[config.mk]
export PLATFORM = sky130hd
export DESIGN_NAME = gain_ctrl_channel_enable_regs
export DESIGN_NICKNAME = d
export VERILOG_FILES = /design/src/design/gain_ctrl_pkg.sv /design/src/design/gain_ctrl_if.sv /design/src/design/gain_ctrl_channel_enable_regs.sv /design/src/design/gain_level_decoder.sv /design/src/design/channel_power_ctrl.sv
export VERILOG_INCLUDE_DIRS = /design/src /design/src/design
export SDC_FILE = /design/constraint.sdc
export NUM_CORES = 1
export LEC_CHECK = 0
export BUFFER_PORTS_ARGS = -buffer_cell sky130_fd_sc_hd__buf_2
export CAP_MARGIN = 15
export CORE_ASPECT_RATIO = 0.7
export CORE_MARGIN = 2
export CORE_UTILIZATION = 55
export CTS_BUF_LIST = sky130_fd_sc_hd__clkbuf_16
export CTS_CLUSTER_DIAMETER = 40
export DETAILED_ROUTE_END_ITERATION = 12
export GPL_TIMING_DRIVEN = 0
export PLACE_DENSITY = 0.77
export SYNTH_ARGS = -nofsm -noshare
export SYNTH_HDL_FRONTEND = slang
export SYNTH_SLANG_ARGS = --single-unit
[constraint.sdc]
create_clock -name clk_i -period 3.92 [get_ports clk_i]
set_input_delay 0 -clock clk_i [delete_from_list [all_inputs] [get_ports clk_i]]
set_output_delay 0 -clock clk_i [all_outputs]
set_load 0.005 [all_outputs]
[src/design/gain_ctrl_defs.svh]
// register offsets, reset values, field positions and level constants
`ifndef GAIN_CTRL_DEFS_SVH
`define GAIN_CTRL_DEFS_SVH

`define ADDR_DSP_CONFIG 8'h6c
`define ADDR_RANGE_CFG 8'h6d
`define ADDR_GAIN_CFG 8'h70
`define ADDR_IN_EN 8'h73
`define ADDR_OUT_EN 8'h74
`define ADDR_POWER_CONFIGURATION 8'h75
`define ADDR_CH_STATUS 8'h76
`define ADDR_MODE_STATUS 8'h77

`define RST_DSP_CONFIG 8'h40
`define RST_RANGE_CFG 8'h7b
`define RST_GAIN_CFG 8'he7
`define RST_IN_EN 8'hf0
`define RST_OUT_EN 8'h00
`define RST_POWER_CONFIGURATION 8'h00

`define LEVEL_MSB 7
`define LEVEL_LSB 4
`define CEIL_MSB 3
`define CEIL_LSB 0
`define SCHEME_SEL_BIT 3
`define POWER_UP_BIT 6
`define PDM_ONLY_MASK 8'h0f

`define THRESH_MAX_CODE 4'h9
`define ENH_CEIL_MAX_CODE 4'hc
`define AGC_CEIL_MAX_CODE 4'hd

`define THRESH_BASE_DB 7'h0c
`define THRESH_STEP_DB 7'h06
`define ENH_CEIL_BASE_DB 7'h02
`define ENH_CEIL_STEP_DB 7'h02
`define TARGET_BASE_DB 7'h06
`define TARGET_STEP_DB 7'h02
`define AGC_CEIL_BASE_DB 7'h03
`define AGC_CEIL_STEP_DB 7'h03

`define MODE_SLEEP 3'h4
`define MODE_IDLE 3'h6
`define MODE_RUN 3'h7

`endif

[src/design/gain_ctrl_pkg.sv]
// state types of the gain control register group
package gain_ctrl_pkg;

  typedef struct packed {
    logic [7:0] dsp_config;
    logic [7:0] range_cfg;
    logic [7:0] gain_cfg;
    logic [7:0] in_en;
    logic [7:0] out_en;
    logic [7:0] power_configuration;
    logic [7:0] rdata;
    logic sdout;
    logic sdout_oe;
    logic [7:0] enh_on;
    logic [7:0] agc_on;
  } bank_state_type;

  typedef struct packed {
    logic [6:0] thresh_db;
    logic [6:0] enh_ceil_db;
    logic [6:0] target_db;
    logic [6:0] agc_ceil_db;
    logic reserved;
  } level_state_type;

  typedef struct packed {
    logic [7:0] powered;
    logic [2:0] mode;
  } power_state_type;

endpackage

[src/design/gain_ctrl_if.sv]
// configuration and results shared between the bank and its helpers
`timescale 1ns/100ps
interface gain_ctrl_if;
  logic [3:0] thresh_code;
  logic [3:0] enh_ceil_code;
  logic [3:0] target_code;
  logic [3:0] agc_ceil_code;
  logic [6:0] thresh_db;
  logic [6:0] enh_ceil_db;
  logic [6:0] target_db;
  logic [6:0] agc_ceil_db;
  logic code_reserved;
  logic [7:0] in_en;
  logic [7:0] pdm_source;
  logic power_up;
  logic sleep;
  logic [7:0] powered;
  logic [2:0] mode;

  modport bank (
    output thresh_code, enh_ceil_code, target_code, agc_ceil_code,
    output in_en, pdm_source, power_up, sleep,
    input thresh_db, enh_ceil_db, target_db, agc_ceil_db,
    input code_reserved, powered, mode
  );
  modport level (
    input thresh_code, enh_ceil_code, target_code, agc_ceil_code,
    output thresh_db, enh_ceil_db, target_db, agc_ceil_db, code_reserved
  );
  modport power (
    input in_en, pdm_source, power_up, sleep,
    output powered, mode
  );
endinterface

[src/design/gain_ctrl_channel_enable_regs.sv]
// gain control and channel enable register group
//
// Local design decision: the strobed register port.
`timescale 1ns/100ps
`include "gain_ctrl_defs.svh"
module gain_ctrl_channel_enable_regs
  import gain_ctrl_pkg::*;
#(
  parameter int CHANNELS = 8
) (
  // clock and reset
  input wire logic clk_i,
  input wire logic sys_rst_i,
  // register port
  input wire logic [7:0] reg_addr_i,
  input wire logic [7:0] reg_wdata_i,
  input wire logic reg_write_i,
  input wire logic reg_read_i,
  output logic [7:0] reg_rdata_o,
  // channel sources and device state
  input wire logic [7:0] pdm_source_i,
  input wire logic [7:0] ch_gain_ctrl_en_i,
  input wire logic device_sleep_i,
  // serial output slot
  input wire logic [2:0] slot_index_i,
  input wire logic slot_active_i,
  input wire logic slot_bit_i,
  output logic sdout_o,
  output logic sdout_oe_o,
  // gain control settings
  output logic gain_scheme_o,
  output logic [6:0] enhancer_trigger_threshold_o,
  output logic [6:0] enhancer_gain_ceiling_o,
  output logic [6:0] gain_ctrl_target_level_o,
  output logic [6:0] gain_ctrl_gain_ceiling_o,
  output logic gain_code_reserved_o,
  output logic [7:0] ch_enhancer_on_o,
  output logic [7:0] ch_agc_on_o,
  // channel power
  output logic [7:0] ch_powered_o,
  output logic [2:0] device_mode_o
);
  bank_state_type state;
  bank_state_type next_state;
  logic [7:0] read_value;
  logic [7:0] gated_en;
  logic slot_enabled;

  gain_ctrl_if cfg ();

  gain_level_decoder u_level (
    .clk_i(clk_i),
    .sys_rst_i(sys_rst_i),
    .lv(cfg.level)
  );

  channel_power_ctrl #(
    .CHANNELS(CHANNELS)
  ) u_power (
    .clk_i(clk_i),
    .sys_rst_i(sys_rst_i),
    .pw(cfg.power)
  );

  // stored fields feed helpers unchanged, so readback is exact
  assign cfg.thresh_code = state.range_cfg[`LEVEL_MSB:`LEVEL_LSB];
  assign cfg.enh_ceil_code = state.range_cfg[`CEIL_MSB:`CEIL_LSB];
  assign cfg.target_code = state.gain_cfg[`LEVEL_MSB:`LEVEL_LSB];
  assign cfg.agc_ceil_code = state.gain_cfg[`CEIL_MSB:`CEIL_LSB];
  assign cfg.in_en = state.in_en;
  assign cfg.pdm_source = pdm_source_i;
  assign cfg.power_up = state.power_configuration[`POWER_UP_BIT];
  assign cfg.sleep = device_sleep_i;

  // gain control only on powered channels that ask for it
  genvar g;
  generate
    for (g = 0; g < CHANNELS; g++) begin : g_gate
      assign gated_en[g] = ch_gain_ctrl_en_i[g] && cfg.powered[g];
    end
  endgenerate

  // slot 0 carries channel 1, held in bit 7
  assign slot_enabled = state.out_en[3'h7 - slot_index_i];

  always_comb begin
    read_value = 8'h00;
    case (reg_addr_i)
      `ADDR_DSP_CONFIG: begin
        read_value = state.dsp_config;
      end
      `ADDR_RANGE_CFG: begin
        read_value = state.range_cfg;
      end
      `ADDR_GAIN_CFG: begin
        read_value = state.gain_cfg;
      end
      `ADDR_IN_EN: begin
        read_value = state.in_en;
      end
      `ADDR_OUT_EN: begin
        read_value = state.out_en;
      end
      `ADDR_POWER_CONFIGURATION: begin
        read_value = state.power_configuration;
      end
      `ADDR_CH_STATUS: begin
        read_value = cfg.powered;
      end
      `ADDR_MODE_STATUS: begin
        read_value = {cfg.mode, 5'h00};
      end
      default: begin
        read_value = 8'h00;
      end
    endcase
  end

  always_comb begin
    next_state = state;
    // read data stands for one cycle only
    next_state.rdata = reg_read_i ? read_value : 8'h00;
    if (reg_write_i) begin
      case (reg_addr_i)
        `ADDR_DSP_CONFIG: begin
          next_state.dsp_config = reg_wdata_i;
        end
        `ADDR_RANGE_CFG: begin
          // reserved codes are kept as written
          next_state.range_cfg = reg_wdata_i;
        end
        `ADDR_GAIN_CFG: begin
          next_state.gain_cfg = reg_wdata_i;
        end
        `ADDR_IN_EN: begin
          next_state.in_en = reg_wdata_i;
        end
        `ADDR_OUT_EN: begin
          next_state.out_en = reg_wdata_i;
        end
        `ADDR_POWER_CONFIGURATION: begin
          next_state.power_configuration = reg_wdata_i;
        end
        default: begin
          next_state.rdata = next_state.rdata;
        end
      endcase
    end
    // registered so the pin never glitches mid-slot
    next_state.sdout_oe = slot_active_i && slot_enabled;
    next_state.sdout = slot_active_i && slot_enabled && slot_bit_i;
    if (state.dsp_config[`SCHEME_SEL_BIT]) begin
      next_state.enh_on = 8'h00;
      next_state.agc_on = gated_en;
    end else begin
      next_state.enh_on = gated_en;
      next_state.agc_on = 8'h00;
    end
  end

  always_ff @(posedge clk_i or posedge sys_rst_i) begin
    if (sys_rst_i) begin
      state <= '{
        dsp_config: `RST_DSP_CONFIG,
        range_cfg: `RST_RANGE_CFG,
        gain_cfg: `RST_GAIN_CFG,
        in_en: `RST_IN_EN,
        out_en: `RST_OUT_EN,
        power_configuration: `RST_POWER_CONFIGURATION,
        rdata: 8'h00,
        sdout: 1'b0,
        sdout_oe: 1'b0,
        enh_on: 8'h00,
        agc_on: 8'h00
      };
    end else begin
      state <= next_state;
    end
  end

  assign reg_rdata_o = state.rdata;
  assign sdout_o = state.sdout;
  assign sdout_oe_o = state.sdout_oe;
  assign gain_scheme_o = state.dsp_config[`SCHEME_SEL_BIT];
  assign enhancer_trigger_threshold_o = cfg.thresh_db;
  assign enhancer_gain_ceiling_o = cfg.enh_ceil_db;
  assign gain_ctrl_target_level_o = cfg.target_db;
  assign gain_ctrl_gain_ceiling_o = cfg.agc_ceil_db;
  assign gain_code_reserved_o = cfg.code_reserved;
  assign ch_enhancer_on_o = state.enh_on;
  assign ch_agc_on_o = state.agc_on;
  assign ch_powered_o = cfg.powered;
  assign device_mode_o = cfg.mode;
endmodule

[src/design/gain_level_decoder.sv]
// turns stored codes into level magnitudes in whole dB
`timescale 1ns/100ps
`include "gain_ctrl_defs.svh"
module gain_level_decoder
  import gain_ctrl_pkg::*;
(
  // clock and reset
  input wire logic clk_i,
  input wire logic sys_rst_i,
  // codes in, levels out
  gain_ctrl_if.level lv
);
  level_state_type state;
  level_state_type next_state;
  logic [3:0] thr;
  logic [3:0] ecl;
  logic [3:0] acl;

  always_comb begin
    next_state = state;
    // reserved codes clamp to the top documented code
    thr = (lv.thresh_code > `THRESH_MAX_CODE) ?
      `THRESH_MAX_CODE : lv.thresh_code;
    ecl = (lv.enh_ceil_code > `ENH_CEIL_MAX_CODE) ?
      `ENH_CEIL_MAX_CODE : lv.enh_ceil_code;
    acl = (lv.agc_ceil_code > `AGC_CEIL_MAX_CODE) ?
      `AGC_CEIL_MAX_CODE : lv.agc_ceil_code;
    // uniform step from the lowest code
    next_state.thresh_db = `THRESH_BASE_DB +
      `THRESH_STEP_DB * {3'h0, thr};
    next_state.enh_ceil_db = `ENH_CEIL_BASE_DB +
      `ENH_CEIL_STEP_DB * {3'h0, ecl};
    next_state.target_db = `TARGET_BASE_DB +
      `TARGET_STEP_DB * {3'h0, lv.target_code};
    next_state.agc_ceil_db = `AGC_CEIL_BASE_DB +
      `AGC_CEIL_STEP_DB * {3'h0, acl};
    next_state.reserved = (thr != lv.thresh_code) ||
      (ecl != lv.enh_ceil_code) || (acl != lv.agc_ceil_code);
  end

  always_ff @(posedge clk_i or posedge sys_rst_i) begin
    if (sys_rst_i) begin
      state <= '0;
    end else begin
      state <= next_state;
    end
  end

  assign lv.thresh_db = state.thresh_db;
  assign lv.enh_ceil_db = state.enh_ceil_db;
  assign lv.target_db = state.target_db;
  assign lv.agc_ceil_db = state.agc_ceil_db;
  assign lv.code_reserved = state.reserved;
endmodule

[src/design/channel_power_ctrl.sv]
// per-channel power state and device mode
`timescale 1ns/100ps
`include "gain_ctrl_defs.svh"
module channel_power_ctrl
  import gain_ctrl_pkg::*;
#(
  parameter int CHANNELS = 8
) (
  // clock and reset
  input wire logic clk_i,
  input wire logic sys_rst_i,
  // enables in, power state out
  gain_ctrl_if.power pw
);
  power_state_type state;
  power_state_type next_state;
  logic [7:0] want;
  // a literal cannot be bit-selected, so the mask gets a name
  localparam logic [7:0] pdm_only = `PDM_ONLY_MASK;

  // a pdm-only channel fed from anything else stays off
  genvar g;
  generate
    for (g = 0; g < CHANNELS; g++) begin : g_ch
      assign want[g] = pw.power_up && pw.in_en[g] && !pw.sleep &&
        (!pdm_only[g] || pw.pdm_source[g]);
    end
  endgenerate

  always_comb begin
    next_state = state;
    next_state.powered = want;
    if (pw.sleep) begin
      next_state.mode = `MODE_SLEEP;
    end else if (want == 8'h00) begin
      next_state.mode = `MODE_IDLE;
    end else begin
      next_state.mode = `MODE_RUN;
    end
  end

  always_ff @(posedge clk_i or posedge sys_rst_i) begin
    if (sys_rst_i) begin
      state <= '{powered: 8'h00, mode: `MODE_SLEEP};
    end else begin
      state <= next_state;
    end
  end

  assign pw.powered = state.powered;
  assign pw.mode = state.mode;
endmodule

==> results.toml, run 1 <==
[placement]
dpl.hpwl_um = 8830
post_dp_cell_area_mm2 = 0.00590
place_congestion = 0.883
io_buffers = 95

[hold_path]
hold_path.class = "primary input to register"
hold_depth = 3
min_to = "sdout_oe_o"
hp-start = "slot_index_i[2]"

[timing]
rsz0062_at_grt = "false"
relSlewSlack_pct = 58.5
final.setup.tns_ps = 0
finalHoldViolCount = 0
clock_skew_ps = 6.50
fmax_mhz = 472
min_period_ps = 2120
worstMarginPinSlew_ps = 623
drv_slew = 0
finalSetupViolations = 0
fin_crit_sh_pct = 54.0

[floorplanning]
coreArea_mm2 = 0.00914
die_y_um = 85.5
die_area_mm2 = 0.0103
fp.dieW_um = 120
pin_count = 109
rows = 29
start_util_pct = 57.1

[pwr]
power_w = 0.00240
irDropWorstVdd_uv = 306
powerDensity_mw_per_mm2 = 371
p_leak_nw = 3.39

[drt]
drt_wl_total_um = 12100
viasPerCell = 5.34
drt_pass1_iterations = 4
vias = 3698
wl_per_cell_um = 17.5
ant_nets = 0
drt_iter0_drc = 288
drcViolationCount = 0

[setup_path]
reg2reg_setup_slack_ps = 1800
r2r_start = "cfg.agc_ceil_code[1]"
critical_path.max_fanout = 9
r2r_cells = 8
path_class = "register to register"
reg2reg_to = "u_level.lv.agc_ceil_db[4]"
cp-start-kind = "register"
arrival_ps = 2360
critPathCaptureType = "register"
required_ps = 4160

[cts]
cts_resized = 0
cts.htree.levels = 3
hold_buffers = 24
cts_made_buffers = 9
post_cts_buffers = 0
clockBufferDepth = 2
clk_latency_ps = 350
path_clk_slew_ps = 70
cts_tree = "built"
cts_sinks = 107
root_buffer = "clkbuf_16"

[layout]
nFillCells = 688
fin_nets = 615
synthToLayoutAreaGrowth_pct = 23.8
design_area_mm2 = 0.00646
drive_gt1_share_pct = 36.6
antennaDiodeCount = 0

[grt]
overflow = 0
met1_usage_pct = 36.5
grt_usage_pct = 24.8
grt_max_degree = 61
grt_pass1_wl_um = 19300
gr-usage-met2_pct = 37.8
antenna_found_initial = 0
grt_use_met3_pct = 5.92
top_usage_layer = "met2"
first_global_vias = 3608

[run_status]
status = "complete, no violations"

[synth]
synth-seq-cells = 107
yosysWarnings = 0
synthArstFlopShare_pct = 100
synth_cells = 428
yosys.cell_types.count = 64
synth.avg_cell_area_um2 = 12.2
syn_area_mm2 = 0.00522
synth_edf_count = 0
yosysSeqAreaShare_pct = 51.7
ys.flop_type = "dfrtp_1"

[job]
max-cap-violations = 0
## kinds of logic (layout without fill, tap and decap cells)
group | count (synthesis) | in the layout | share of synthesized area (%)
simple gates | 115 | 115 | 14.8
flops | 107 | 107 | 51.7
mux | 71 | 71 | 15.9
buf+inv | 64 | 200 | 7.19
compound gates | 51 | 51 | 6.66
fa+ha+maj | 9 | 9 | 2.16
xor+xnor | 9 | 9 | 1.51
other cells | 2 | 7 | 0.144
## placed cells by master (no fill, tap or decap), types with 5 or more instances in the layout
| cell | synthesis | final |
|---|---|---|
| a21oi_1 | 7 | 7 |
| and2_1 | 7 | 7 |
| and3_1 | 13 | 13 |
| buf_2 | 9 | 104 |
| buf_4 | 31 | 31 |
| clkbuf_1 | 6 | 6 |
| clkbuf_16 | 0 | 9 |
| conb_1 | 2 | 7 |
| dfrtp_1 | 90 | 90 |
| dfstp_2 | 17 | 17 |
| dlygate4sd3_1 | 0 | 24 |
| ha_1 | 9 | 9 |
| inv_1 | 15 | 14 |
| mux2_1 | 32 | 32 |
| mux2_2 | 11 | 11 |
| mux2_4 | 8 | 8 |
| mux2i_1 | 18 | 18 |
| nand2_1 | 19 | 19 |
| nand3_1 | 8 | 8 |
| nand3b_1 | 6 | 6 |
| nor2_1 | 20 | 20 |
| nor2b_1 | 7 | 7 |
| nor3_1 | 5 | 5 |
| o21ai_0 | 13 | 13 |
| xnor2_1 | 5 | 5 |
## Yosys cell counts, types with 6 or more instances
| library cell | number | area [µm²] |
|---|---|---|
| mux2_2 | 11 | 124 |
| nand3b_1 | 6 | 45.0 |
| nor2b_1 | 7 | 43.8 |
| nand2_1 | 19 | 71.3 |
| mux2_4 | 8 | 120 |
| clkbuf_1 | 6 | 22.5 |
| a21oi_1 | 7 | 35.0 |
| o21ai_0 | 13 | 65.1 |
| nor2_1 | 20 | 75.1 |
| dfrtp_1 | 90 | 2250 |
| ha_1 | 9 | 113 |
| and2_1 | 7 | 43.8 |
| dfstp_2 | 17 | 447 |
| mux2_1 | 32 | 360 |
| buf_2 | 9 | 45.0 |
| inv_1 | 15 | 56.3 |
| mux2i_1 | 18 | 180 |
| buf_4 | 31 | 233 |
| nand3_1 | 8 | 40.0 |
| and3_1 | 13 | 81.3 |
## sequential cells by signal, summed over array words and instances (netlist names), 2 cells and up
signal and flops:
ch_agc_on_o 8, u_power.pw.mode 2, u_power.pw.powered 8, u_level.lv.enh_ceil_db 5, u_level.lv.target_db 5, cfg.in_en 8, u_level.lv.thresh_db 6, ch_enhancer_on_o 8
cfg.agc_ceil_code 4, u_level.lv.agc_ceil_db 6, cfg.thresh_code 4, state 22, cfg.enh_ceil_code 4, cfg.target_code 4, reg_rdata_o 8
## per-layer routing
layer | vias up | routed length (µm)
li1 | 1733 | -
met1 | 1863 | 5720
met2 | 92 | 5660
met3 | 10 | 634
met4 | 0 | 114
met5 | - | 0
## worst max-delay path: stages (launching register included)
cell	delay [ps]
dfstp_2	520
clkbuf_1	300
nor2b_1	230
ha_1	250
ha_1	310
inv_1	40
o21bai_1	130
a21oi_1	90
xnor2_1	120
## how the worst max path moves through the flow
stage	from	endpoint	cells past startpoint
detailed placement	cfg.agc_ceil_code[1]	u_level.lv.agc_ceil_db[4]	8
floorplan	sys_rst_i	cfg.agc_ceil_code[3]	1
finish	cfg.agc_ceil_code[1]	u_level.lv.agc_ceil_db[4]	8
global route	cfg.thresh_code[1]	u_level.lv.thresh_db[5]	7
global placement	sys_rst_i	u_level.lv.thresh_db[2]	2
CTS	cfg.agc_ceil_code[1]	u_level.lv.agc_ceil_db[4]	8
## per-stage QoR
step                util (%)  std cells  hold WS, ps  worst slack (ps)
floorplan                  -        433         59.4              1130
CTS                     70.7        693         9.56              1790
global placement        64.2        652          174               108
global route            70.7        693         30.8              1690
finish                  70.7        693         13.3              1800
detailed placement      64.5        653          117              1820
## power breakdown
group	internal, W	leakage, nW	switching, W
Sequential	0.00115	1.39	0.0000270
Combinational	0.000114	1.85	0.000133
Clock	0.000564	0.154	0.000410
Total	0.00183	3.39	0.000569
## cell type report
type	instances	area, µm²	area share, %
buffer	49	319	4.94
timing repair buffer	120	743	11.5
multi-input combinational	262	2170	33.5
tap	124	155	2.40
inverter	15	58.8	0.910
sequential	107	2700	41.7
clock inverter	7	97.6	1.51
clock buffer	9	225	3.48
No activity file was read; power rests on OpenSTA's default activity.
==> inputs of run 2 (changes only) <==
--- a/config.mk
+++ b/config.mk
@@ -6,6 +6,7 @@
 export SDC_FILE = /design/constraint.sdc
 export NUM_CORES = 1
 export LEC_CHECK = 0
+export ABC_AREA = 1
 export BUFFER_PORTS_ARGS = -buffer_cell sky130_fd_sc_hd__buf_2
 export CAP_MARGIN = 15
 export CORE_ASPECT_RATIO = 0.7
==> constraint.sdc (replaced) <==
create_clock -name clk_i -period 2.01 [get_ports clk_i]
set_input_delay 0 -clock clk_i [delete_from_list [all_inputs] [get_ports clk_i]]
set_output_delay 0 -clock clk_i [all_outputs]
set_load 0.005 [all_outputs]
==> results.toml, run 2 <==
[synth]
synth-xor-area-share_pct = 1.20
synth_compound_area_share_pct = 8.66
synth-seq-cells = 107
synth.avg_cell_area_um2 = 8.94
yosys-top-cells-count = "nand2_1 (101), dfrtp_1 (90), inv_1 (76)"
yosysWarnings = 0
synth_top_area_share_pct = 44.0
synth_area_leader_cell = "dfrtp_1"
yosysMostFrequentCell = "nand2_1"
ys.flop_type = "dfrtp_1"
syn_area_mm2 = 0.00511
synth_cells = 572
synth_edf_count = 0
yosys.cell_types.count = 31
yosys.area_share.simple_pct = 22.4
yosysSeqAreaShare_pct = 52.8
synthMuxAreaShare_pct = 0
synthAdderAreaFrac_pct = 2.20
synthArstFlopShare_pct = 100
synth_top_family_by_area = "simple AND/OR/NAND/NOR gates"
synth_area_leaders = "dfrtp_1 (44%), dfstp_2 (8.7%), nand2_1 (7.4%)"

[setup_path]
path_class = "register to register"
critPathCaptureType = "register"
slowest_delay_ps = 460
arrival_ps = 2260
startpoint = "cfg.agc_ceil_code[3]"
r2r_cells = 8
reg2reg_setup_slack_ps = 30
cp-start-kind = "register"
crit_cells = 8
endpoint = "u_level.lv.agc_ceil_db[4]"
required_ps = 2280
crit_top_cell = "ha_1"
reg2reg_to = "u_level.lv.agc_ceil_db[4]"
crit_buf_inv = 1
slowest_stage = "dfrtp_1"
crit_family = "adder cells"
r2r_start = "cfg.agc_ceil_code[3]"
path_cells = "ha_4 > nand2_1 > nand2_2 > ha_1 > ha_1 > inv_1 > o31ai_2 > xor2_1"
critical_path.max_fanout = 4

[cts]
cts_sinks = 107
cts.htree.levels = 3
cts_tree = "built"
clk_latency_ps = 350
cts_made_buffers = 9
root_buffer = "clkbuf_16"
clockBufferDepth = 2
path_clk_slew_ps = 80

[drt]
wl_per_cell_um = 15.0
vias = 4277
drt_wl_total_um = 12600
drt_iter0_drc = 345
ant_nets = 0
viasPerCell = 5.07
drcViolationCount = 0
drt_pass1_iterations = 5

[grt]
grt_pass1_wl_um = 20200
grt_max_degree = 46
grt_usage_pct = 26.2
overflow = 0
antenna_found_initial = 0
first_global_vias = 4113

[placement]
dp_cells = 800
dpl.hpwl_um = 9230
place_congestion = 0.898
io_buffers = 97

[layout]
drive_gt1_share_pct = 29.8
fin_cells = 843
fin_nets = 765
final_cell_mix = "nand2_1 (100), buf_2 (100), dfrtp_1 (90)"
top_register = "state"
synthToLayoutAreaGrowth_pct = 25.4
post-route-util_pct = 71.0
antennaDiodeCount = 0
largest_reg_flops = 22

[pwr]
p_leak_nw = 3.50
powerDensity_mw_per_mm2 = 747
irDropWorstVdd_uv = 495

[timing]
fin_crit_sh_pct = 98.6
relSlewSlack_pct = 41.9
clock_skew_ps = 10.4
hold_ws_ps = 81.5
finalSetupViolations = 0
finalHoldViolCount = 0
drv_slew = 0
worstMarginPinSlew_ps = 869
rsz0062_at_grt = "true"
fmax_mhz = 505
min_period_ps = 1980

[floorplanning]
fp.dieW_um = 119
coreArea_mm2 = 0.00903
start_util_pct = 56.6
die_y_um = 84.7
rows = 29
pin_count = 109
die_area_mm2 = 0.0101

[hold_path]
hold_depth = 4
hold_path.class = "primary input to register"

[job]
max-cap-violations = 0

[run_status]
status = "complete, no violations"
==> run 2: cell count changes after synthesis, sizes merged, moves of 18 or more <==
cell,before,now
o21ai,16,62
nor2,23,53
inv,15,81
nand2,19,110
nand3,10,59
mux2i,18,0
mux2,51,0
==> run 2: timing repair <==
action	CTS	global route
endpoints found under the setup margin	1	3
resized for setup	3	2
endpoints found under the hold margin	72	0
hold buffers	26	0
setup buffers	0	1
pin swaps	1	0
==> run 2: layout make-up <==
class / instances / area [µm²]
Buffer: 43 / 338
Clock buffer: 9 / 225
Clock inverter: 7 / 73.8
Fill cell: 677 / 2620
Inverter: 82 / 312
Multi-Input combinational cell: 345 / 1810
Sequential cell: 107 / 2700
Tap cell: 124 / 155
Timing Repair Buffer: 126 / 801
==> run 2: cell families (layout without fill, tap and decap cells) <==
family | after synthesis | after routing
flops | 107 | 107
xor+xnor | 7 | 7
simple gates | 243 | 243
fa+ha+maj | 9 | 9
other cells | 2 | 7
compound gates | 79 | 79
buf+inv | 125 | 267
==> run 2: worst min-delay path by stage <==
stage                         from            endpoint  slack (ps)
global route           reg_write_i           state[72]          80
floorplan           device_sleep_i  u_power.pw.mode[1]          70
finish                 reg_write_i           state[72]          80
global placement    device_sleep_i  u_power.pw.mode[1]         170
CTS                    reg_write_i           state[72]          60
detailed placement  device_sleep_i  u_power.pw.mode[1]         170
==> run 2: metrics by stage <==
stage               setup TNS, ps  total power [W]  setup slack [ps]  instance area [µm²]
floorplan                       0          0.00274               128                 5140
global placement            -13.6          0.00296             -13.6                 5780
detailed placement           -126          0.00300              -126                 5820
CTS                             0          0.00480              14.0                 6400
global route                -48.2          0.00499             -48.2                 6410
finish                          0          0.00479              28.8                 6410
==> run 2: layer usage <==
layer | vias up | wire length (µm) | GRT usage (%)
li1 | 2063 | - | -
met1 | 1976 | 5320 | 36.5
met2 | 207 | 5820 | 40.4
met3 | 31 | 1220 | 6.18
met4 | 0 | 256 | 9.42
met5 | - | 0 | 0
==> run 2: power by group <==
part | leakage, nW | internal, W | total, W | switching (W)
logic | 2.01 | 0.000259 | 0.000618 | 0.000359
registers | 1.35 | 0.00232 | 0.00240 | 0.0000803
clock network | 0.136 | 0.000970 | 0.00177 | 0.000802
total | 3.50 | 0.00355 | 0.00479 | 0.00124
==> run 2: worst min-delay path, stage by stage <==
cell and delay, ps:
buf_2 170, nand3_4 130, nand2_1 70, o21ai_1 50
==> inputs of run 3 (changes only) <==
--- a/config.mk
+++ b/config.mk
@@ -12,7 +12,6 @@
 export CORE_ASPECT_RATIO = 0.7
 export CORE_MARGIN = 2
 export CORE_UTILIZATION = 55
-export CTS_BUF_LIST = sky130_fd_sc_hd__clkbuf_16
 export CTS_CLUSTER_DIAMETER = 40
 export DETAILED_ROUTE_END_ITERATION = 12
 export GPL_TIMING_DRIVEN = 0
==> results.toml, run 3 (synthesis gave the netlist of run 2 again) <==
[run_status]
status = "complete, no violations"

[drt]
viasPerCell = 5.08
drcViolationCount = 0
drt_wl_total_um = 12700
drt_iter0_drc = 342
vias = 4283
ant_nets = 0
wl_per_cell_um = 15.0
drt_pass1_iterations = 5

[pwr]
irDropWorstVdd_uv = 495
p_int_w = 0.00359
power_frac_seq_pct = 49.8
power_frac_comb_pct = 12.8
p_switching_w = 0.00123
pwr-share-clk_pct = 37.4
swShare_pct = 25.6
p_leak_nw = 3.50
powerDensity_mw_per_mm2 = 751

[grt]
grt_max_degree = 46
antenna_found_initial = 0
grt_pass1_wl_um = 20300
first_global_vias = 4132
grt_usage_pct = 26.2
overflow = 0

[hold_path]
hp-start = "reg_read_i"
min_to = "reg_rdata_o[5]"
hold_depth = 3
hold_path.class = "primary input to register"

[timing]
rsz0062_at_grt = "true"
fin_crit_sh_pct = 98.8
relSlewSlack_pct = 41.5
min_period_ps = 1990
worstMarginPinSlew_ps = 876
hold_ws_ps = 71.2
drv_slew = 0
finalSetupViolations = 0
fmax_mhz = 503
finalHoldViolCount = 0
clock_skew_ps = 8.72

[cts]
cts_sinks = 107
cts.htree.levels = 3
clockBufferDepth = 2
root_buffer = "clkbuf_16"
clk_latency_ps = 350
cts_tree = "built"
path_clk_slew_ps = 70
cts_made_buffers = 9

[placement]
dpl.hpwl_um = 9230
io_buffers = 97
place_congestion = 0.898
post_dp_cell_area_mm2 = 0.00582

[setup_path]
crit_family = "adder cells"
r2r_start = "cfg.agc_ceil_code[3]"
slowest_delay_ps = 460
r2r_cells = 8
crit_buf_inv = 1
arrival_ps = 2260
slowest_stage = "dfrtp_1"
cp-start-kind = "register"
reg2reg_to = "u_level.lv.agc_ceil_db[4]"
crit_top_cell = "ha_1"
path_class = "register to register"
critPathCaptureType = "register"
reg2reg_setup_slack_ps = 20
critical_path.max_fanout = 4
required_ps = 2280
path_cells = "ha_4 > nand2_1 > nand2_2 > ha_1 > ha_1 > inv_1 > o31ai_2 > xor2_1"

[floorplanning]
die_area_mm2 = 0.0101
die_y_um = 84.7
start_util_pct = 56.6
fp.dieW_um = 119
coreArea_mm2 = 0.00903
rows = 29
pin_count = 109

[job]
max-cap-violations = 0

[layout]
fin_nets = 765
antennaDiodeCount = 0
synthToLayoutAreaGrowth_pct = 25.6
final_cell_mix = "nand2_1 (100), buf_2 (100), dfrtp_1 (90)"
top_register = "state"
nFillCells = 676
largest_reg_flops = 22
design_area_mm2 = 0.00642
drive_gt1_share_pct = 29.9
## run 3: cell types whose count changed in the layout (fill, tap and decap cells not counted)
cell,previous run,this run
clkbuf_8,0,1
clkinv_1,2,1
## run 3: metrics by stage
stage	worst slack, ps	setup TNS (ps)	power [W]	utilization [%]	cells
global placement	-13.6	-13.6	0.00296	63.9	798
detailed placement	-126	-126	0.00300	64.5	800
global route	-48.3	-48.3	0.00504	71.1	843
finish	23.2	0	0.00482	71.1	843
CTS	14.0	0	0.00484	71.0	842
floorplan	128	0	0.00274	-	577
## run 3: worst max-delay path by stage
stage,slack [ps],endpoint,depth (start not counted),start
after CTS,10,u_level.lv.agc_ceil_db[4],8,cfg.agc_ceil_code[2]
after global placement,-10,u_level.lv.agc_ceil_db[4],8,cfg.agc_ceil_code[2]
after global routing,-50,u_level.lv.agc_ceil_db[4],8,cfg.agc_ceil_code[2]
final,20,u_level.lv.agc_ceil_db[4],8,cfg.agc_ceil_code[3]
after floorplan,130,u_level.lv.agc_ceil_db[4],8,cfg.agc_ceil_code[2]
after detailed placement,-130,u_level.lv.agc_ceil_db[4],8,cfg.agc_ceil_code[2]
## run 3: what timing repair did
| item | CTS | global route |
|---|---|---|
| hold buffers | 26 | 0 |
| endpoints found under the setup margin | 1 | 3 |
| cloned | 0 | 0 |
| pin swaps | 1 | 0 |
| resized for setup | 3 | 2 |
| endpoints found under the hold margin | 72 | 0 |
| setup buffers | 0 | 1 |
## run 3: worst register-to-register path, stage by stage, from the launching register on
cell and delay [ps]:
dfrtp_1 460, ha_4 210, nand2_1 140, nand2_2 80, ha_1 190, ha_1 300
inv_1 80, o31ai_2 290, xor2_1 160
## run 3: power groups by stage
| stage | Clock [W] | Sequential (W) | Combinational (W) |
|---|---|---|---|
| after floorplan | 0 | 0.00243 | 0.000312 |
| after global placement | 0 | 0.00243 | 0.000523 |
| after detailed placement | 0 | 0.00244 | 0.000562 |
| after CTS | 0.00183 | 0.00240 | 0.000614 |
| after global routing | 0.00193 | 0.00242 | 0.000689 |
| final | 0.00180 | 0.00240 | 0.000618 |
## run 3: area by class of cell
cell class	instances	area, µm²	area share, %
sequential	107	2700	42.0
multi-input combinational	345	1810	28.2
timing repair buffer	126	801	12.5
buffer	43	338	5.26
inverter	82	312	4.85
clock buffer	10	239	3.72
tap	124	155	2.42
clock inverter	6	70.1	1.09
## run 3: per-layer routing
layer / global-route usage, % / up-vias / share of wire (%)
met2: 40.5 / 165 / 46
met1: 36.2 / 2030 / 44
met5: 0 / - / 0
met4: 8.55 / 0 / 1.6
met3: 7.27 / 26 / 7.8
li1: - / 2062 / -
